[config.mk]
export PLATFORM = sky130hd
export DESIGN_NAME = tm_monitor
export DESIGN_NICKNAME = d
export VERILOG_FILES = /design/src/hdl/tm_pkg.sv /design/src/hdl/tm_monitor.sv /design/src/hdl/tm_sync.sv
export SDC_FILE = /design/constraint.sdc
export NUM_CORES = 1
export LEC_CHECK = 0
export BUFFER_PORTS_ARGS = -buffer_cell sky130_fd_sc_hd__buf_2
export CAP_MARGIN = 20
export CELL_PAD_IN_SITES_DETAIL_PLACEMENT = 0
export CELL_PAD_IN_SITES_GLOBAL_PLACEMENT = 1
export CORE_ASPECT_RATIO = 0.8
export CORE_MARGIN = 2
export CORE_UTILIZATION = 41
export DETAILED_ROUTE_END_ITERATION = 7
export GPL_TIMING_DRIVEN = 1
export PLACE_DENSITY = 0.79
export SYNTH_ARGS = -nofsm -noshare
export SYNTH_HDL_FRONTEND = slang
export SYNTH_SLANG_ARGS = --single-unit
[constraint.sdc]
create_clock -name i_mclk -period 2.5 [get_ports i_mclk]
set_clock_uncertainty 0.2 [all_clocks]
set_input_delay 0.125 -clock i_mclk [delete_from_list [all_inputs] [get_ports i_mclk]]
set_output_delay 0.125 -clock i_mclk [all_outputs]
set_load 0.05 [all_outputs]
[src/hdl/tm_pkg.sv]
// Constants shared by the temperature monitor design
package tm_pkg;
  // ----------------------------------------------------------------
  // Clock and timing
  // ----------------------------------------------------------------
  localparam int unsigned MCLK_HZ      = 25_000_000;
  localparam int unsigned CONV_GAP_US  = 1000;
  localparam int unsigned CONV_GAP_CYC = CONV_GAP_US * (MCLK_HZ / 1_000_000);
  // ----------------------------------------------------------------
  // Register addresses (same for read and write)
  // ----------------------------------------------------------------
  localparam logic [7:0] A_LOCAL   = 8'h00;
  localparam logic [7:0] A_REMOTE  = 8'h01;
  localparam logic [7:0] A_STATUS  = 8'h02;
  localparam logic [7:0] A_CONFIG  = 8'h03;
  localparam logic [7:0] A_LHIGH   = 8'h05;
  localparam logic [7:0] A_LLOW    = 8'h06;
  localparam logic [7:0] A_RHIGH   = 8'h07;
  localparam logic [7:0] A_RLOW    = 8'h08;
  localparam logic [7:0] A_ONESHOT = 8'h0f;
  // ----------------------------------------------------------------
  // Field positions
  // ----------------------------------------------------------------
  localparam int CFG_STBY  = 6;
  localparam int STS_LHI   = 6;
  localparam int STS_LLO   = 5;
  localparam int STS_RHI   = 4;
  localparam int STS_RLO   = 3;
  localparam int STS_OPEN  = 2;
  // ----------------------------------------------------------------
  // Reset values and codes
  // ----------------------------------------------------------------
  localparam logic [7:0] RST_CONFIG = 8'h00;
  localparam logic [7:0] RST_HIGH   = 8'h7f;
  localparam logic [7:0] RST_LOW    = 8'hc9;
  localparam logic [7:0] RST_TEMP   = 8'h00;
  localparam logic [7:0] SHORT_CODE = 8'h80;
  localparam logic [6:0] ARA_ADDR   = 7'h0c;
  localparam logic [6:0] DEV_DFLT   = 7'h4c;
  localparam logic [3:0] BYTE_BITS  = 4'h8;
  localparam logic [3:0] LAST_BIT   = 4'h7;
endpackage : tm_pkg

[src/hdl/tm_monitor.sv]
// Temperature monitor control: bus slave, conversion sequencer, alert
`timescale 1ns/1ps
`default_nettype none
// What this block does
// - Writing configuration bit 6 to one puts the block into standby.
// - With bit 6 zero, both channels convert continuously.
// - Entering standby aborts a running conversion; its result is dropped.
// - The serial bus slave keeps working in standby.
// - In standby, any write to address 0fh converts both channels once.
// - Each conversion start samples the open comparator into status bit 2.
// - Remote input below range reads as -128, code 80h.
// - Low limits reset to -55, so a shorted sensor raises the alert.
// - Alert pin is driven low on any limit breach or open sensor.
// - After alert response, alert releases only if its cause has gone.
module tm_monitor
  import tm_pkg::*;
#(
  parameter logic [6:0]  DEV_ADDR   = DEV_DFLT,
  parameter int unsigned GAP_CYCLES = CONV_GAP_CYC
) (
  // Clock, reset, enable
  input  wire logic       i_mclk,
  input  wire logic       i_reset_n,
  input  wire logic       i_ce,
  // Serial management bus
  input  wire logic       i_scl,
  input  wire logic       i_sda,
  output logic            o_sda_out,
  output logic            o_sda_oe,
  // Alert pin, open drain
  output logic            o_alert_out,
  output logic            o_alert_oe,
  // Converter
  output logic            o_adc_en,
  output logic            o_conv_start,
  output logic            o_conv_chan,
  input  wire logic       i_conv_done,
  input  wire logic [7:0] i_conv_data,
  input  wire logic       i_conv_under,
  input  wire logic       i_open_fault,
  // State
  output logic            o_standby
);
  generate
    if (GAP_CYCLES < 1) begin : g_bad_gap
      $error("GAP_CYCLES must be at least one");
    end
  endgenerate

  // ----------------------------------------------------------------
  // Pin synchronisers and bus edge detect
  // ----------------------------------------------------------------
  logic [2:0] sync;
  logic       scl_q;
  logic       sda_q;

  // Open flag inverted: synchroniser reset level then means no fault
  tm_sync #(.W(3)) u_sync (
    .i_mclk    (i_mclk),
    .i_reset_n (i_reset_n),
    .i_ce      (i_ce),
    .i_async   ({~i_open_fault, i_sda, i_scl}),
    .o_sync    (sync)
  );

  always_ff @(posedge i_mclk or negedge i_reset_n) begin
    if (!i_reset_n) begin
      scl_q <= 1'b1;
      sda_q <= 1'b1;
    end else if (i_ce) begin
      scl_q <= sync[0];
      sda_q <= sync[1];
    end
  end

  wire scl_rise = sync[0] & ~scl_q;
  wire scl_fall = ~sync[0] & scl_q;
  wire bus_start = sync[0] & scl_q & sda_q & ~sync[1];
  wire bus_stop  = sync[0] & scl_q & ~sda_q & sync[1];

  // ----------------------------------------------------------------
  // Registers and helpers
  // ----------------------------------------------------------------
  logic [7:0] cfg, lhigh, llow, rhigh, rlow, ltemp, rtemp;
  logic [3:0] sts_lim;
  logic       sts_open;
  logic       shot_pend;
  logic       wr_en;
  logic       ara_done;
  logic [7:0] ptr, sh;
  wire  [7:0] status = {1'b0, sts_lim, sts_open, 2'b00};

  function automatic logic above(input logic [7:0] v, input logic [7:0] l);
    above = $signed(v) > $signed(l);
  endfunction : above

  function automatic logic below(input logic [7:0] v, input logic [7:0] l);
    below = $signed(v) < $signed(l);
  endfunction : below

  function automatic logic [7:0] rd_mux(input logic [7:0] a);
    case (a)
      A_LOCAL:  rd_mux = ltemp;
      A_REMOTE: rd_mux = rtemp;
      A_STATUS: rd_mux = status;
      A_CONFIG: rd_mux = cfg;
      A_LHIGH:  rd_mux = lhigh;
      A_LLOW:   rd_mux = llow;
      A_RHIGH:  rd_mux = rhigh;
      A_RLOW:   rd_mux = rlow;
      default:  rd_mux = 8'h00;
    endcase
  endfunction : rd_mux

  // ----------------------------------------------------------------
  // Serial bus slave
  // ----------------------------------------------------------------
  typedef enum logic [2:0] {
    B_IDLE, B_ADDR, B_ACK, B_WDATA, B_RDATA, B_RACK
  } tm_bus_t;

  tm_bus_t    bstate;
  logic [3:0] bitcnt;
  logic [7:0] tx;
  logic       rw, ara, first, rack_ok;
  wire  [7:0] next_tx = ara ? {DEV_ADDR, 1'b0} : rd_mux(ptr);

  // Runs regardless of standby
  always_ff @(posedge i_mclk or negedge i_reset_n) begin
    if (!i_reset_n) begin
      bstate   <= B_IDLE;
      bitcnt   <= 4'h0;
      sh       <= 8'h00;
      tx       <= 8'h00;
      ptr      <= 8'h00;
      rw       <= 1'b0;
      ara      <= 1'b0;
      first    <= 1'b0;
      rack_ok  <= 1'b0;
      o_sda_oe <= 1'b0;
      wr_en    <= 1'b0;
      ara_done <= 1'b0;
    end else if (i_ce) begin
      wr_en    <= 1'b0;
      ara_done <= 1'b0;
      if (bus_start) begin
        bstate   <= B_ADDR;
        bitcnt   <= 4'h0;
        o_sda_oe <= 1'b0;
      end else if (bus_stop) begin
        bstate   <= B_IDLE;
        o_sda_oe <= 1'b0;
      end else begin
        case (bstate)
          B_ADDR, B_WDATA: begin
            if (scl_rise && bitcnt != BYTE_BITS) begin
              sh     <= {sh[6:0], sync[1]};
              bitcnt <= bitcnt + 4'h1;
            end else if (scl_fall && bitcnt == BYTE_BITS) begin
              if (bstate == B_WDATA) begin
                o_sda_oe <= 1'b1;
                first    <= 1'b0;
                bstate   <= B_ACK;
                if (first) ptr <= sh;
                else wr_en <= 1'b1;
              end else if (sh[7:1] == DEV_ADDR) begin
                o_sda_oe <= 1'b1;
                rw       <= sh[0];
                ara      <= 1'b0;
                first    <= 1'b1;
                bstate   <= B_ACK;
              end else if (sh[7:1] == ARA_ADDR && sh[0] && o_alert_oe) begin
                o_sda_oe <= 1'b1;
                rw       <= 1'b1;
                ara      <= 1'b1;
                bstate   <= B_ACK;
              end else begin
                bstate <= B_IDLE;
              end
            end
          end
          B_ACK: begin
            if (scl_fall) begin
              bitcnt <= 4'h0;
              if (rw) begin
                tx       <= next_tx;
                o_sda_oe <= ~next_tx[7];
                bstate   <= B_RDATA;
              end else begin
                o_sda_oe <= 1'b0;
                bstate   <= B_WDATA;
              end
            end
          end
          B_RDATA: begin
            if (scl_fall) begin
              if (bitcnt == LAST_BIT) begin
                o_sda_oe <= 1'b0;
                bstate   <= B_RACK;
              end else begin
                tx       <= {tx[6:0], 1'b0};
                o_sda_oe <= ~tx[6];
                bitcnt   <= bitcnt + 4'h1;
              end
            end
          end
          B_RACK: begin
            if (scl_rise) begin
              rack_ok  <= ~sync[1];
              ara_done <= ara;
            end else if (scl_fall) begin
              if (rack_ok && !ara) begin
                tx       <= next_tx;
                o_sda_oe <= ~next_tx[7];
                bitcnt   <= 4'h0;
                bstate   <= B_RDATA;
              end else begin
                bstate <= B_IDLE;
              end
            end
          end
          default: bstate <= B_IDLE;
        endcase
      end
    end
  end

  // ----------------------------------------------------------------
  // Host-written registers
  // ----------------------------------------------------------------
  always_ff @(posedge i_mclk or negedge i_reset_n) begin
    if (!i_reset_n) begin
      cfg    <= RST_CONFIG;
      lhigh  <= RST_HIGH;
      llow   <= RST_LOW;
      rhigh  <= RST_HIGH;
      rlow   <= RST_LOW;
    end else if (i_ce) begin
      if (wr_en) begin
        case (ptr)
          A_CONFIG: cfg   <= sh;
          A_LHIGH:  lhigh <= sh;
          A_LLOW:   llow  <= sh;
          A_RHIGH:  rhigh <= sh;
          A_RLOW:   rlow  <= sh;
          default:  ;
        endcase
      end
    end
  end

  // ----------------------------------------------------------------
  // Conversion sequencer
  // ----------------------------------------------------------------
  typedef enum logic [1:0] {C_IDLE, C_START, C_WAIT, C_GAP} tm_conv_t;

  tm_conv_t    cstate;
  logic        single;
  logic [31:0] gap_cnt;
  wire shot_set = wr_en && ptr == A_ONESHOT && cfg[CFG_STBY];
  wire shot_take = cstate == C_IDLE && shot_pend;

  always_ff @(posedge i_mclk or negedge i_reset_n) begin
    if (!i_reset_n) begin
      shot_pend <= 1'b0;
    end else if (i_ce) begin
      shot_pend <= shot_set | (shot_pend & ~shot_take);
    end
  end

  always_ff @(posedge i_mclk or negedge i_reset_n) begin
    if (!i_reset_n) begin
      cstate       <= C_IDLE;
      single       <= 1'b0;
      gap_cnt      <= 32'h0;
      o_conv_start <= 1'b0;
      o_conv_chan  <= 1'b0;
      o_adc_en     <= 1'b0;
      ltemp        <= RST_TEMP;
      rtemp        <= RST_TEMP;
      sts_open     <= 1'b0;
    end else if (i_ce) begin
      o_conv_start <= 1'b0;
      o_adc_en <= ~cfg[CFG_STBY] | single;
      case (cstate)
        C_IDLE: begin
          if (!cfg[CFG_STBY] || shot_pend) begin
            cstate      <= C_START;
            o_conv_chan <= 1'b0;
            single      <= cfg[CFG_STBY];
          end else begin
            single <= 1'b0;
          end
        end
        C_START: begin
          o_conv_start <= 1'b1;
          sts_open     <= ~sync[2];
          cstate       <= C_WAIT;
        end
        C_WAIT: begin
          // Standby level, so a start already launched is dropped too
          if (cfg[CFG_STBY] && !single) begin
            cstate <= C_IDLE;
          end else if (i_conv_done) begin
            if (!o_conv_chan) begin
              ltemp       <= i_conv_data;
              o_conv_chan <= 1'b1;
              cstate      <= C_START;
            end else begin
              rtemp   <= i_conv_under ? SHORT_CODE : i_conv_data;
              gap_cnt <= 32'h0;
              cstate  <= (single || cfg[CFG_STBY]) ? C_IDLE : C_GAP;
            end
          end
        end
        C_GAP: begin
          if (cfg[CFG_STBY] || gap_cnt == 32'(GAP_CYCLES - 1)) begin
            cstate <= C_IDLE;
          end else begin
            gap_cnt <= gap_cnt + 32'h1;
          end
        end
        default: cstate <= C_IDLE;
      endcase
    end
  end

  // ----------------------------------------------------------------
  // Limit status and alert
  // ----------------------------------------------------------------
  wire cond = |sts_lim | sts_open;

  always_ff @(posedge i_mclk or negedge i_reset_n) begin
    if (!i_reset_n) begin
      sts_lim    <= 4'h0;
      o_alert_oe <= 1'b0;
    end else if (i_ce) begin
      sts_lim[STS_LHI-3] <= above(ltemp, lhigh);
      sts_lim[STS_LLO-3] <= below(ltemp, llow);
      sts_lim[STS_RHI-3] <= above(rtemp, rhigh);
      sts_lim[STS_RLO-3] <= below(rtemp, rlow);
      o_alert_oe <= cond | (o_alert_oe & ~ara_done);
    end
  end

  assign o_sda_out   = 1'b0;
  assign o_alert_out = 1'b0;
  assign o_standby   = cfg[CFG_STBY];
endmodule : tm_monitor
`default_nettype wire

[src/hdl/tm_sync.sv]
// Two-flop synchroniser for asynchronous pins
`timescale 1ns/1ps
`default_nettype none
module tm_sync #(
  parameter int W = 1
) (
  // Clock and reset
  input  wire logic         i_mclk,
  input  wire logic         i_reset_n,
  input  wire logic         i_ce,
  // Levels
  input  wire logic [W-1:0] i_async,
  output logic      [W-1:0] o_sync
);
  logic [W-1:0] meta;

  generate
    if (W < 1) begin : g_bad
      $error("tm_sync width must be at least one");
    end
  endgenerate

  // Idle level high, as for pulled-up lines
  always_ff @(posedge i_mclk or negedge i_reset_n) begin
    if (!i_reset_n) begin
      meta   <= '1;
      o_sync <= '1;
    end else if (i_ce) begin
      meta   <= i_async;
      o_sync <= meta;
    end
  end
endmodule : tm_sync
`default_nettype wire

Word-level counts from Yosys, hierarchy flattened
Index checks and enable logic that the tools add are counted.
{"block": "totals", "regBits": 146, "latch_bits": 0, "ramBits": 0, "mem_bits_ro": 0, "inputBits": 16, "out_inout_bits": 8, "word_cells": 253, "memories": 0}
{"block": "classes", "add_sub_neg": 2, "multipliers": 0, "n_div": 0, "magnitude_cmp": 4, "n_eq_ne": 53, "shift": 0, "mux": 84, "bitwise": 30, "reduce_logical": 47}
{"cell": "$mux 32", "n": 4}
{"cell": "$pmux 32 s2", "n": 1}
{"cell": "$pmux 8 s8", "n": 1}
{"cell": "$mux 7", "n": 7}
{"cell": "$mux 4", "n": 9}
{"cell": "$ne 4x4->1 const B", "n": 9}
{"cell": "$mux 1", "n": 34}
{"cell": "$mux 3", "n": 11}
{"cell": "$add 32x1->32 const B", "n": 1}
{"cell": "$eq 32x15->1 const B", "n": 1}
{"cell": "$ne 2x2->1 const B", "n": 13}
{"cell": "$reduce_and 5->1", "n": 5}
{"cell": "$eq 8x3->1 const B", "n": 3}
{"cell": "$ne 3x3->1 const B", "n": 8}
{"cell": "$reduce_and 8->1", "n": 3}
{"cell": "$pmux 7 s3", "n": 1}
{"cell": "$reduce_and 10->1", "n": 2}
{"cell": "$mux 2", "n": 9}
{"cell": "$not 1->1", "n": 17}
{"cell": "$eq 8x2->1 const B", "n": 2}
{"cell": "$eq 8x4->1 const B", "n": 2}
{"cell": "$gt 8x8->1", "n": 2}
{"cell": "$lt 8x8->1", "n": 2}
{"cell": "$mux 8", "n": 2}
{"cell": "other kinds (37)", "n": 71}

Longest topological paths before layout
Gate-level depths: netlist of run 1.
{"block": "depth", "depth_word": 11, "mapped_depth": 9}

Cells and area by module
A second synthesis of run 1 with hierarchy kept.
{"block": "hier_totals", "hier_cells": 817, "hier_area_um2": 8122.8}
{"mod": "tm_monitor", "n_inst": 1, "cells_each": 804, "area_each_um2": 7863.8, "seq_area_each_um2": 3533.4}
{"mod": "tm_sync", "n_inst": 1, "cells_each": 13, "area_each_um2": 259.0, "seq_area_each_um2": 157.7}

Worst setup path after synthesis of run 1
No wires, ideal clock.
{"block": "synth_path", "path_kind": "register to register", "start": "register o_conv_chan", "end": "register gap_cnt[5]", "setup_ns": 0.066, "arrival_time_ns": 2.067, "required_ns": 2.234, "path_slack_ns": 0.167, "stages_incl_launch_ff": 6, "path_buffers": 0, "synth_period_minus_slack_ns": 2.333, "path_cell_list": "dfrtp_1 > a21oi_1 > a211oi_4 > nand2_1 > or4_1 > nand2_1"}
{"block": "synth_via", "elab_chain_cells": 2}
{"element": "start, declared", "line": "tm_monitor.sv:36", "source": "output logic o_conv_chan,"}
{"element": "start signal, assigned", "line": "tm_monitor.sv:277", "source": "o_conv_chan <= 1'b0;"}
{"element": "start signal, assigned", "line": "tm_monitor.sv:289", "source": "o_conv_chan <= 1'b0;"}
{"element": "start signal, assigned", "line": "tm_monitor.sv:307", "source": "o_conv_chan <= 1'b1;"}
{"element": "$ne 2x2->1 (no source line)"}
{"element": "$reduce_and 6->1 (no source line)"}
{"element": "end signal, assigned", "line": "tm_monitor.sv:320", "source": "gap_cnt <= gap_cnt + 32'h1;"}
{"element": "end, declared", "line": "tm_monitor.sv:259", "source": "logic [31:0] gap_cnt;"}
No other way between the ends.
A chain may end at the register's enable or synchronous reset.

Final worst setup path of run 1
{"block": "layout_path", "start": "register cstate[0]", "end": "register rtemp[7]"}
{"block": "layout_via", "elab_chain_cells": 2}
{"element": "start, declared", "line": "tm_monitor.sv:257", "source": "tm_conv_t cstate;"}
{"element": "start signal, assigned", "line": "tm_monitor.sv:312", "source": "cstate <= (single || cfg[CFG_STBY]) ? C_IDLE : C_GAP;"}
{"element": "$eq 2x2->1", "line": "tm_monitor.sv:285", "source": "case (cstate)"}
{"element": "$reduce_and 5->1 (no source line)"}
{"element": "end signal, assigned", "line": "tm_monitor.sv:310", "source": "rtemp <= i_conv_under ? SHORT_CODE : i_conv_data;"}
{"element": "end, declared", "line": "tm_monitor.sv:84", "source": "logic [7:0] cfg, lhigh, llow, rhigh, rlow, ltemp, rtemp;"}
No other way between the ends.

==> impl_metrics.prom, run 1 <==
# TYPE chip_impl_metric gauge
chip_impl_info{name="run_status",value="complete, no violations"} 1
chip_impl_metric{name="fraction_of_registers_with_async_set_reset",unit="%"} 100
chip_impl_metric{name="final_period_minus_worst_setup_slack",unit="ns"} 2.38
chip_impl_metric{name="firstDrtPassIters",unit=""} 5
chip_impl_metric{name="route.vias.total",unit=""} 6239
chip_impl_metric{name="swShare",unit="%"} 33.0
chip_impl_metric{name="ctsLongestPathBuffers",unit=""} 2
chip_impl_metric{name="antenna_found_initial",unit=""} 0
chip_impl_metric{name="die_area",unit="um2"} 20900
chip_impl_metric{name="chipHeight",unit="um"} 130
chip_impl_metric{name="final.period_utilization",unit="%"} 95.1
chip_impl_metric{name="global_route.usage.total",unit="%"} 20.4
chip_impl_metric{name="minimum_setup_slack_in_the_final_design",unit="ns"} 0.122
chip_impl_metric{name="floorplan.core_area",unit="um2"} 19100
chip_impl_info{name="synth_top_area_cell",value="dfrtp_1"} 1
chip_impl_metric{name="drc_errors",unit=""} 0
chip_impl_metric{name="finalSetupViolCount",unit=""} 0
chip_impl_metric{name="p_comb_share",unit="%"} 25.1
chip_impl_metric{name="power.density",unit="nW/um2"} 828
chip_impl_metric{name="io_buffer_count",unit=""} 21
chip_impl_metric{name="clock_latency",unit="ns"} 0.42
chip_impl_metric{name="drt_iter0_drc",unit=""} 457
chip_impl_metric{name="dp_hpwl",unit="um"} 14600
chip_impl_metric{name="worst-slew-pin-transition",unit="ns"} 0.577
chip_impl_info{name="worstPathCellList",value="buf_4, nand2b_1, or3_4, nor2_2, buf_6, o21ai_0, dlygate4sd3_1, nand2_1"} 1
chip_impl_metric{name="core.rowCount",unit=""} 45
chip_impl_metric{name="detailedPlace.worstSlack",unit="ns"} 0.187
chip_impl_metric{name="p_seq_share",unit="%"} 40.2
chip_impl_metric{name="floorplan.initialDensity",unit="%"} 42.2
chip_impl_metric{name="wire_length_of_the_first_global_routing_pass",unit="um"} 33400
chip_impl_info{name="cpMaxStageDelayCell",value="dlygate4sd3_1"} 1
chip_impl_metric{name="wl_per_cell",unit="um"} 17.5
chip_impl_metric{name="synthCells",unit=""} 814
chip_impl_metric{name="drt-vias-per-instance",unit=""} 5.41
chip_impl_metric{name="dpl-instance-area",unit="um2"} 8700
chip_impl_info{name="start_kind",value="flop"} 1
chip_impl_metric{name="h-tree-depth",unit=""} 4
chip_impl_metric{name="worst_hold_slack",unit="ns"} 0.0359
chip_impl_metric{name="die_width",unit="um"} 161
chip_impl_info{name="holdCritPathClass",value="input pin to asynchronous set/reset pin"} 1
chip_impl_info{name="layout_commonest_cell",value="dfrtp_1"} 1
chip_impl_metric{name="internal-power",unit="mW"} 5.29
chip_impl_metric{name="synth-seq-area-share",unit="%"} 45.6
chip_impl_info{name="layout.cells.most_common_list",value="115 x dfrtp_1, 91 x nand2_1, 52 x nor2_1"} 1
chip_impl_metric{name="synth_top_cell_area_share",unit="%"} 35.9
chip_impl_info{name="setup_repair_after_global_routing_missed_its_margin",value="no"} 1
chip_impl_info{name="tritoncts",value="yes"} 1
chip_impl_metric{name="cts_made_buffers",unit=""} 17
chip_impl_metric{name="final_nets",unit=""} 932
chip_impl_metric{name="ioPinCount",unit=""} 24
chip_impl_metric{name="hold_viol_final",unit=""} 0
chip_impl_metric{name="first_global_vias",unit=""} 6070
chip_impl_metric{name="max_slew_margin",unit="%"} 61.2
chip_impl_metric{name="n_antenna_cell",unit=""} 0
chip_impl_info{name="synthFlopType",value="dfrtp_1"} 1
chip_impl_info{name="critical_path_class",value="flop to flop"} 1
chip_impl_metric{name="grt_start_max_net_pins",unit=""} 55
chip_impl_metric{name="globalplace.congestion",unit=""} 0.897
chip_impl_metric{name="timing.critical_path.slowest_cell_delay",unit="ns"} 0.56
chip_impl_metric{name="overflow",unit=""} 0
chip_impl_metric{name="p_clk_share",unit="%"} 34.7
chip_impl_metric{name="path_clk_slew",unit="ns"} 0.06
chip_impl_metric{name="netlist_area",unit="um2"} 8090
chip_impl_metric{name="utilization",unit="%"} 49.9
chip_impl_metric{name="detail_route.wirelength",unit="um"} 20200
chip_impl_metric{name="synth-warning-count",unit=""} 0
chip_impl_metric{name="max_freq",unit="GHz"} 0.421
chip_impl_info{name="ctsRootBufferMaster",value="clkbuf_16"} 1
chip_impl_metric{name="max-cap-violations",unit=""} 0
chip_impl_metric{name="critical_path_arrival",unit="ns"} 2.54
chip_impl_metric{name="static-leakage-power",unit="nW"} 4.36
chip_impl_metric{name="syn2layout_area_growth",unit="%"} 18.0
chip_impl_metric{name="totalNegativeSetupSlack",unit="ns"} 0
chip_impl_info{name="worst_setup_path_end_kind",value="flop"} 1
chip_impl_metric{name="ir_worst_vdd",unit="mV"} 0.385
chip_impl_metric{name="finalInstanceArea",unit="um2"} 9550
chip_impl_metric{name="p_switching",unit="mW"} 2.61
chip_impl_metric{name="final_layout_size_suffix_gt1_share",unit="%"} 22.2
chip_impl_metric{name="synthesis.area_per_instance",unit="um2"} 9.93
chip_impl_metric{name="synth_cell_types",unit=""} 75
chip_impl_metric{name="synth-edff-count",unit=""} 0
chip_impl_metric{name="worst_ep_required_time",unit="ns"} 2.66
chip_impl_metric{name="antenna_violating_nets_post_route",unit=""} 0
chip_impl_metric{name="cp_max_fo",unit=""} 13
chip_impl_metric{name="clock_sink_count",unit=""} 146
chip_impl_metric{name="synthesis_stage_register_bit_count",unit=""} 146
chip_impl_metric{name="report.final.slew_viol_count",unit=""} 0
chip_impl_info{name="synthTopCellsByArea",value="dfrtp_1 36%, dfstp_2 9.7%, mux2_2 6.5%"} 1
chip_impl_metric{name="n_fill_cell",unit=""} 1814
-- registers in the layout, indices dropped and copies added (netlist names), 7 cells and up --
register	flops
lhigh	8
ltemp	8
tx	7
rtemp	8
sh	8
rlow	8
llow	8
ptr	8
cfg	8
gap_cnt	32
rhigh	8
-- power by group through the flow --
stage          Clock [mW]  Combinational (mW)  Sequential (mW)
3_3_place_gp            0                1.91             3.21
6_report             2.74                1.98             3.17
5_1_grt              2.89                2.22             3.22
4_1_cts              2.79                1.97             3.17
2_1_floorplan           0                1.33             3.08
3_5_place_dp            0                1.94             3.21
-- Yosys cell counts (all sizes together), types with 11 or more instances --
master  instances
buf            19
inv            50
nand3          27
clkbuf         20
a21oi          28
dfstp          30
a22oi          16
o21ai          62
nand4          19
mux2           58
xor2           20
nand2b         14
nor2           55
nand2          92
dfrtp         116
ha             33
nor2b          11
-- layout make-up --
type                            instances  area (um2)  share of cell area, %
Clock buffer                           22         484                   5.07
Tap cell                              258         323                   3.38
Timing Repair Buffer                   88         688                   7.21
Clock inverter                         10         145                   1.52
Inverter                               50         188                   1.97
Multi-Input combinational cell        580        4030                   42.2
Sequential cell                       146        3690                   38.7
-- path summary, 6_finish.rpt --
kind | startpoint | endpoint | slack [ns] | cells past startpoint
worst min-delay path | i_reset_n | gap_cnt[20]$_DFFE_PN0P_ | 0.04 | 2
worst min register to register | tx[1]$_DFFE_PN0P_ | tx[1]$_DFFE_PN0P_ | 0.28 | 2
worst max-delay path | cstate[0]$_DFFE_PN0P_ | rtemp[7]$_DFFE_PN0P_ | 0.12 | 8
min in group i_mclk | i_scl | u_sync.meta[0]$_DFFE_PN1P_ | 0.26 | 3
worst max register to register | cstate[0]$_DFFE_PN0P_ | rtemp[7]$_DFFE_PN0P_ | 0.12 | 8
max in group asynchronous | i_reset_n | rlow[0]$_DFFE_PN1P_ | 1.34 | 3
-- repair_timing --
item / CTS / global route
gates resized for setup: 0 / 3
hold buffers: 18 / 0
setup endpoints to repair: 0 / 2
setup buffers: 0 / 4
endpoints found under the hold margin: 145 / 0
-- critical path, delay by kind of cell (launching register included) --
family	cells	cell delay, ns
AO/OA/AOI/OAI	1	0.08
AND/OR/NAND/NOR	4	0.75
buffers and inverters	3	0.90
flip-flops	1	0.37
-- per-stage QoR --
stage,cells,power [mW]
floorplan,815,4.40
global placement,1100,5.12
detailed placement,1100,5.15
CTS,1150,7.94
global route,1154,8.34
finish,1154,7.90
-- cells by family after synthesis --
group                    synth area share (%)
AO/OA/AOI/OAI                            14.4
AND/OR/NAND/NOR                          18.0
flip-flops                               45.6
XOR/XNOR                                 2.71
multiplexers                             9.41
buffers and inverters                    4.72
adder cells (fa/ha/maj)                  5.11
other                                  0.0464
-- routing by layer --
metal / vias to the layer above / global-route usage [%] / wire (um)
met4: 0 / 4.62 / 169
met2: 161 / 29.7 / 8370
met5: - / 0 / 0
li1: 3051 / - / -
met1: 3013 / 31.2 / 10600
met3: 14 / 4.16 / 1050
Power figures use the tool's default switching activity.
==> inputs of run 2 (changes only) <==
--- a/config.mk
+++ b/config.mk
@@ -14,7 +14,9 @@
 export CORE_UTILIZATION = 41
 export DETAILED_ROUTE_END_ITERATION = 7
 export GPL_TIMING_DRIVEN = 1
+export HOLD_SLACK_MARGIN = 0.12
 export PLACE_DENSITY = 0.79
+export SETUP_SLACK_MARGIN = 0.3
 export SYNTH_ARGS = -nofsm -noshare
 export SYNTH_HDL_FRONTEND = slang
 export SYNTH_SLANG_ARGS = --single-unit
==> run 2 against run 1 <==
  * Sequential power increased by 2%
  * Routed wire length grew 5.8%
  * Critical path type unchanged
  * Highest routed layer unchanged
  * Cell area rose by 3.4%
  * Flip-flop and latch count unchanged
  * Largest cell class unchanged
  * Global-route usage is 0.94 points higher
  * Clock-buffer cell count rose by 1
  * Clock power fell by 15%
  * Cell count increased by 1.6%
  * Critical path depth shrank 2
  * Die area unchanged
==> impl_metrics.prom, run 2 (synthesis gave the netlist of run 1 again) <==
# TYPE chip_impl_metric gauge
chip_impl_info{name="top_usage_layer",value="met1"} 1
chip_impl_info{name="layout.cells.most_common_list",value="112 x dfrtp_1, 90 x nand2_1, 61 x buf_4"} 1
chip_impl_metric{name="grt_use_met3",unit="%"} 4.13
chip_impl_metric{name="final.period_utilization",unit="%"} 90.0
chip_impl_metric{name="max_freq",unit="GHz"} 0.445
chip_impl_metric{name="h-tree-depth",unit=""} 4
chip_impl_metric{name="globalRouteMet2Util",unit="%"} 30.0
chip_impl_metric{name="reg2regPathDepth",unit=""} 6
chip_impl_info{name="setup_repair_after_global_routing_missed_its_margin",value="yes"} 1
chip_impl_metric{name="firstDrtPassIters",unit=""} 5
chip_impl_metric{name="worst_hold_slack",unit="ns"} 0.285
chip_impl_metric{name="ctsLongestPathBuffers",unit=""} 2
chip_impl_metric{name="largest_register_ffs",unit=""} 32
chip_impl_metric{name="timing.critical_path.slowest_cell_delay",unit="ns"} 0.62
chip_impl_metric{name="hold_viol_final",unit=""} 0
chip_impl_info{name="startpoint",value="ptr[6]$_DFFE_PN0P_"} 1
chip_impl_info{name="r2r_start",value="ptr[6]$_DFFE_PN0P_"} 1
chip_impl_metric{name="max-cap-violations",unit=""} 0
chip_impl_info{name="holdCritPathClass",value="input pin to flop"} 1
chip_impl_metric{name="clock_sink_count",unit=""} 146
chip_impl_metric{name="power.density",unit="nW/um2"} 774
chip_impl_metric{name="finalSetupViolCount",unit=""} 0
chip_impl_metric{name="setup.reg_to_reg.worst_slack",unit="ns"} 0.25
chip_impl_metric{name="wl_per_cell",unit="um"} 18.2
chip_impl_metric{name="n_antenna_cell",unit=""} 0
chip_impl_metric{name="final_period_minus_worst_setup_slack",unit="ns"} 2.25
chip_impl_metric{name="grt_use_met1",unit="%"} 33.1
chip_impl_metric{name="overflow",unit=""} 0
chip_impl_metric{name="report.final.slew_viol_count",unit=""} 0
chip_impl_info{name="hold-path-endpoint",value="rtemp[4]$_DFFE_PN0P_"} 1
chip_impl_metric{name="drt-vias-per-instance",unit=""} 5.56
chip_impl_metric{name="floorplan.initialDensity",unit="%"} 42.2
chip_impl_metric{name="first_global_vias",unit=""} 6260
chip_impl_metric{name="detail_route.wirelength",unit="um"} 21400
chip_impl_info{name="startpoint_of_the_worst_hold_path",value="i_conv_data[4]"} 1
chip_impl_info{name="cpMaxStageDelayCell",value="or4_4"} 1
chip_impl_metric{name="final_layout_size_suffix_gt1_share",unit="%"} 28.4
chip_impl_metric{name="cp_max_fo",unit=""} 7
chip_impl_metric{name="cts_made_buffers",unit=""} 17
chip_impl_metric{name="max_slew_margin",unit="%"} 60.1
chip_impl_metric{name="chipHeight",unit="um"} 130
chip_impl_metric{name="worst-slew-pin-transition",unit="ns"} 0.593
chip_impl_metric{name="global_route.usage.total",unit="%"} 21.4
chip_impl_metric{name="antenna_found_initial",unit=""} 0
chip_impl_info{name="layout_commonest_cell",value="dfrtp_1"} 1
chip_impl_metric{name="final_nets",unit=""} 951
chip_impl_info{name="worst_setup_path_end_kind",value="flop"} 1
chip_impl_metric{name="ir_worst_vdd",unit="mV"} 0.531
chip_impl_metric{name="ioPinCount",unit=""} 24
chip_impl_metric{name="drt_iter0_drc",unit=""} 574
chip_impl_metric{name="die_width",unit="um"} 161
chip_impl_metric{name="die_area",unit="um2"} 20900
chip_impl_info{name="timing.rr.end",value="o_sda_oe$_DFFE_PN0P_"} 1
chip_impl_metric{name="globalplace.congestion",unit=""} 0.897
chip_impl_metric{name="grt_start_max_net_pins",unit=""} 51
chip_impl_metric{name="static-leakage-power",unit="nW"} 4.44
chip_impl_metric{name="path_clk_slew",unit="ns"} 0.06
chip_impl_info{name="most_flops_register",value="gap_cnt"} 1
chip_impl_metric{name="core.rowCount",unit=""} 45
chip_impl_metric{name="totalNegativeSetupSlack",unit="ns"} 0
chip_impl_info{name="critical_path_class",value="flop to flop"} 1
chip_impl_info{name="ctsRootBufferMaster",value="clkbuf_16"} 1
chip_impl_info{name="worstPathCellList",value="or4_4, or3_4, o22ai_4, a2111oi_4, a21oi_2, o32ai_1"} 1
chip_impl_metric{name="floorplan.core_area",unit="um2"} 19100
chip_impl_metric{name="n_fill_cell",unit=""} 1739
chip_impl_metric{name="total_power",unit="mW"} 7.65
chip_impl_metric{name="route.vias.total",unit=""} 6524
chip_impl_metric{name="multiInputGateArea",unit="um2"} 4320
chip_impl_info{name="run_status",value="complete, no violations"} 1
chip_impl_metric{name="io_buffer_count",unit=""} 21
chip_impl_metric{name="antenna_violating_nets_post_route",unit=""} 0
chip_impl_metric{name="clock_latency",unit="ns"} 0.43
chip_impl_metric{name="critical_path_arrival",unit="ns"} 2.34
chip_impl_metric{name="wire_length_of_the_first_global_routing_pass",unit="um"} 34700
chip_impl_metric{name="drc_errors",unit=""} 0
chip_impl_metric{name="dp_hpwl",unit="um"} 14900
chip_impl_metric{name="ff_latch_area",unit="um2"} 3700
chip_impl_metric{name="min_delay_path_depth",unit=""} 4
chip_impl_info{name="tritoncts",value="yes"} 1
chip_impl_metric{name="worst_ep_required_time",unit="ns"} 2.59
chip_impl_metric{name="syn2layout_area_growth",unit="%"} 22.1
chip_impl_info{name="start_kind",value="flop"} 1
-- run 2: cell types whose count changed in the layout (fill, tap and decap cells not counted), sizes merged --
| cell | before | now |
|---|---|---|
| buf | 70 | 86 |
| bufinv | 3 | 0 |
| clkbuf | 22 | 23 |
| clkinv | 2 | 6 |
| clkinvlp | 2 | 3 |
| dlygate4sd3 | 18 | 19 |
| inv | 53 | 50 |
| nand4 | 19 | 21 |
-- run 2: stage by stage --
stage | util, % | cell area (um2) | setup slack, ns | instances
global route | 51.6 | 9870 | 0.192 | 1173
finish | 51.6 | 9870 | 0.251 | 1173
floorplan | - | 8100 | 0.295 | 815
CTS | 50.0 | 9560 | 0.276 | 1161
detailed placement | 45.3 | 8680 | 0.168 | 1098
global placement | 45.3 | 8680 | 0.201 | 1098
-- run 2: worst max path at each step --
stage	endpoint	slack (ns)	cells past startpoint
after floorplan	rhigh[0]$_DFFE_PN1P_	0.29	6
after global placement	o_sda_oe$_DFFE_PN0P_	0.20	6
after detailed placement	o_sda_oe$_DFFE_PN0P_	0.17	6
after CTS	o_sda_oe$_DFFE_PN0P_	0.28	6
after global routing	o_sda_oe$_DFFE_PN0P_	0.19	6
final	o_sda_oe$_DFFE_PN0P_	0.25	6
-- run 2: where the power goes --
part | leakage, nW | switching, mW | internal [mW]
registers | 1.83 | 0.492 | 2.73
clock network | 0.253 | 1.02 | 1.32
logic | 2.36 | 1.15 | 0.945
-- run 2: what timing repair did --
item | in CTS | in global routing
gates resized for setup | 14 | 46
gates cloned | 2 | 1
setup buffers | 10 | 11
endpoints found under the setup margin | 45 | 87
hold endpoints to repair | 157 | 0
pin swaps | 9 | 22
hold buffers | 19 | 0
-- run 2: routing by layer --
layer  routed length [um]  part of all wire (%)  vias to the layer above
met5                    0                     0                        -
met4                  367                   1.7                        0
met3                 1080                   5.0                       28
met2                 8800                    41                      165
met1                11100                    52                     3229
li1                     -                     -                     3102
-- run 2: cell type report --
cell class / instances / area share [%]
Inverter: 50 / 1.90
Timing Repair Buffer: 105 / 8.32
Multi-Input combinational cell: 582 / 43.7
Sequential cell: 146 / 37.4
Tap cell: 258 / 3.27
Clock inverter: 9 / 0.608
Clock buffer: 23 / 4.74
-- run 2: worst max-delay path, delay by kind of cell (launching register included) --
kind	cells	cell delay (ns)
flops	1	0.38
compound gates	4	0.47
simple gates	2	1.06
==> inputs of run 3 (changes only) <==
--- a/config.mk
+++ b/config.mk
@@ -15,7 +15,7 @@
 export DETAILED_ROUTE_END_ITERATION = 7
 export GPL_TIMING_DRIVEN = 1
 export HOLD_SLACK_MARGIN = 0.12
-export PLACE_DENSITY = 0.79
+export PLACE_DENSITY = 0.82
 export SETUP_SLACK_MARGIN = 0.3
 export SYNTH_ARGS = -nofsm -noshare
 export SYNTH_HDL_FRONTEND = slang
==> constraint.sdc (replaced) <==
create_clock -name i_mclk -period 1.9 [get_ports i_mclk]
set_clock_uncertainty 0.2 [all_clocks]
set_input_delay 0.095 -clock i_mclk [delete_from_list [all_inputs] [get_ports i_mclk]]
set_output_delay 0.095 -clock i_mclk [all_outputs]
set_load 0.05 [all_outputs]
==> run 3 against run 2 <==
  * Largest power group is now combinational cells
  * Non-clock buffer count increased by 163
  * Register-to-register slack worse by 0.63 ns
  * Die area stayed put
  * Critical path type unchanged
  * Worst hold slack worse by 0.34 ns
  * Sequential power grew 26%
  * Cell area grew 26%
  * The run now ends with hold timing, setup timing left
==> impl_metrics.prom, run 3 (synthesis gave the netlist of run 1 again) <==
# TYPE chip_impl_metric gauge
chip_impl_info{name="run_status",value="finished with violations"} 1
chip_impl_info{name="failed_checks",value="hold timing, setup timing"} 1
chip_impl_metric{name="ioPinCount",unit=""} 24
chip_impl_metric{name="minimum_setup_slack_in_the_final_design",unit="ns"} -0.376
chip_impl_metric{name="hold_viol_final",unit=""} 13
chip_impl_metric{name="ir_worst_vdd",unit="mV"} 0.690
chip_impl_metric{name="p_comb_share",unit="%"} 39.3
chip_impl_metric{name="floorplan.initialDensity",unit="%"} 42.2
chip_impl_metric{name="chipHeight",unit="um"} 130
chip_impl_info{name="most_flops_register",value="gap_cnt"} 1
chip_impl_metric{name="drc_errors",unit=""} 0
chip_impl_metric{name="global_route.usage.total",unit="%"} 24.7
chip_impl_info{name="ctsRootBufferMaster",value="clkbuf_16"} 1
chip_impl_metric{name="final_layout_size_suffix_gt1_share",unit="%"} 54.9
chip_impl_metric{name="largest_register_ffs",unit=""} 32
chip_impl_metric{name="final.period_utilization",unit="%"} 120
chip_impl_info{name="setup_repair_after_global_routing_missed_its_margin",value="yes"} 1
chip_impl_metric{name="internal-power",unit="mW"} 8.03
chip_impl_info{name="worst_setup_path_end_kind",value="flop"} 1
chip_impl_metric{name="holdBufCountCts",unit=""} 15
chip_impl_metric{name="total_power",unit="mW"} 12.2
chip_impl_metric{name="detail_route.wirelength",unit="um"} 25400
chip_impl_metric{name="dpl-instance-area",unit="um2"} 10100
chip_impl_metric{name="io_buffer_count",unit=""} 21
chip_impl_metric{name="max-cap-violations",unit=""} 0
chip_impl_metric{name="antenna_found_initial",unit=""} 0
chip_impl_metric{name="dp_hpwl",unit="um"} 16500
chip_impl_metric{name="firstDrtPassIters",unit=""} 5
chip_impl_info{name="holdCritPathClass",value="input pin to flop"} 1
chip_impl_metric{name="static-leakage-power",unit="nW"} 5.69
chip_impl_info{name="critical_path.most_common_cell",value="and3_4"} 1
chip_impl_info{name="cpMaxStageDelayCell",value="or4_4"} 1
chip_impl_metric{name="n_antenna_cell",unit=""} 0
chip_impl_metric{name="max_slew_margin",unit="%"} 59.0
chip_impl_metric{name="critical_path_arrival",unit="ns"} 2.43
chip_impl_info{name="layout_commonest_cell",value="buf_4"} 1
chip_impl_metric{name="timing.critical_path.slowest_cell_delay",unit="ns"} 0.60
chip_impl_metric{name="route.vias.total",unit=""} 7408
chip_impl_metric{name="cts_made_buffers",unit=""} 17
chip_impl_metric{name="final_period_minus_worst_setup_slack",unit="ns"} 2.28
chip_impl_metric{name="first_global_vias",unit=""} 7306
chip_impl_metric{name="worst_hold_slack",unit="ns"} -0.0555
chip_impl_metric{name="floorplan.core_area",unit="um2"} 19100
chip_impl_metric{name="cp_max_fo",unit=""} 6
chip_impl_metric{name="h-tree-depth",unit=""} 4
chip_impl_metric{name="path_clk_slew",unit="ns"} 0.06
chip_impl_metric{name="max_freq",unit="GHz"} 0.439
chip_impl_metric{name="ctsLongestPathBuffers",unit=""} 2
chip_impl_metric{name="finalInstanceArea",unit="um2"} 12400
chip_impl_info{name="start_kind",value="flop"} 1
chip_impl_metric{name="n_fill_cell",unit=""} 1445
chip_impl_metric{name="globalplace.congestion",unit=""} 0.878
chip_impl_metric{name="report.final.slew_viol_count",unit=""} 0
chip_impl_metric{name="utilization",unit="%"} 64.9
chip_impl_info{name="critical_path_class",value="flop to flop"} 1
chip_impl_metric{name="syn2layout_area_growth",unit="%"} 53.6
chip_impl_metric{name="clock_sink_count",unit=""} 146
chip_impl_metric{name="overflow",unit=""} 0
chip_impl_info{name="tritoncts",value="yes"} 1
chip_impl_metric{name="antenna_violating_nets_post_route",unit=""} 0
chip_impl_metric{name="drt-vias-per-instance",unit=""} 5.54
chip_impl_metric{name="p_seq_share",unit="%"} 33.1
chip_impl_info{name="layout.cells.most_common_list",value="173 x buf_4, 108 x dfrtp_1, 47 x buf_6"} 1
chip_impl_metric{name="drt_iter0_drc",unit=""} 532
chip_impl_metric{name="finalSetupViolCount",unit=""} 112
chip_impl_metric{name="p_switching",unit="mW"} 4.19
chip_impl_info{name="worstPathCellList",value="or4_4, buf_6, nor2_4, and3_4, and3_4, mux2_4"} 1
chip_impl_metric{name="wire_length_of_the_first_global_routing_pass",unit="um"} 40000
chip_impl_metric{name="p_clk_share",unit="%"} 27.5
chip_impl_metric{name="swShare",unit="%"} 34.3
chip_impl_metric{name="totalNegativeSetupSlack",unit="ns"} -17.12
chip_impl_metric{name="worst-slew-pin-transition",unit="ns"} 0.614
chip_impl_metric{name="power.density",unit="nW/um2"} 984
chip_impl_metric{name="grt_start_max_net_pins",unit=""} 49
chip_impl_metric{name="wl_per_cell",unit="um"} 19.0
chip_impl_metric{name="clock_latency",unit="ns"} 0.43
chip_impl_metric{name="core.rowCount",unit=""} 45
chip_impl_metric{name="die_width",unit="um"} 161
chip_impl_metric{name="worst_ep_required_time",unit="ns"} 2.05
chip_impl_metric{name="die_area",unit="um2"} 20900
chip_impl_metric{name="final_nets",unit=""} 1115
-- run 3: metrics by stage --
| step | instances | setup WS [ns] |
|---|---|---|
| 2_1_floorplan | 815 | -0.282 |
| 3_3_place_gp | 1237 | -0.379 |
| 3_5_place_dp | 1237 | -0.392 |
| 4_1_cts | 1321 | -0.326 |
| 5_1_grt | 1337 | -0.406 |
| 6_report | 1337 | -0.376 |
-- run 3: cell type report --
cell class | instances | area (um2) | area share, %
clock buffers | 23 | 468 | 3.77
clock inverters | 9 | 110 | 0.886
repair buffers | 268 | 2350 | 18.9
inverters | 50 | 188 | 1.51
well taps | 258 | 323 | 2.60
multi-input cells | 583 | 5280 | 42.5
flip-flops and latches | 146 | 3700 | 29.8
-- run 3: path summary, 6_finish.rpt --
path,start,endpoint,slack [ns],cells past startpoint
worst min-delay path,i_ce,o_alert_oe$_DFFE_PN0P_,-0.06,4
min in group asynchronous,i_reset_n,gap_cnt[22]$_DFFE_PN0P_,-0.01,2
worst min register to register,cfg[7]$_DFFE_PN0P_,cfg[7]$_DFFE_PN0P_,0.29,2
max in group asynchronous,i_reset_n,llow[6]$_DFFE_PN1P_,0.80,3
worst max-delay path,ptr[5]$_DFFE_PN0P_,rlow[0]$_DFFE_PN1P_,-0.38,6
worst max register to register,ptr[5]$_DFFE_PN0P_,rlow[0]$_DFFE_PN1P_,-0.38,6
-- run 3: power groups by stage --
| stage | Clock (mW) | Sequential [mW] | Combinational, mW |
|---|---|---|---|
| floorplan | 0 | 4.08 | 1.93 |
| global placement | 0 | 4.04 | 3.57 |
| detailed placement | 0 | 4.04 | 3.65 |
| CTS | 3.39 | 4.01 | 4.29 |
| global route | 3.53 | 4.09 | 5.21 |
| finish | 3.36 | 4.05 | 4.81 |
-- run 3: critical path, delay by kind of cell (launching register included) --
family                 cells  cell delay (ns)
buffers and inverters      1             0.16
muxes                      1             0.31
DFF                        1             0.38
and+or+nand+nor            4             1.16
-- run 3: metal layers --
layer / global-route usage [%] / part of all wire, % / vias to the layer above
li1: - / - / 3440
met1: 34.4 / 46 / 3712
met2: 38.5 / 46 / 214
met3: 6.02 / 5.7 / 42
met4: 7.09 / 2.3 / 0
met5: 0 / 0 / -
-- run 3: timing repair --
item,CTS,global route
setup buffers,32,15
setup endpoints to repair,132,133
gates resized for setup,144,141
hold endpoints to repair,180,45
pin swaps,87,77
cloned,5,1
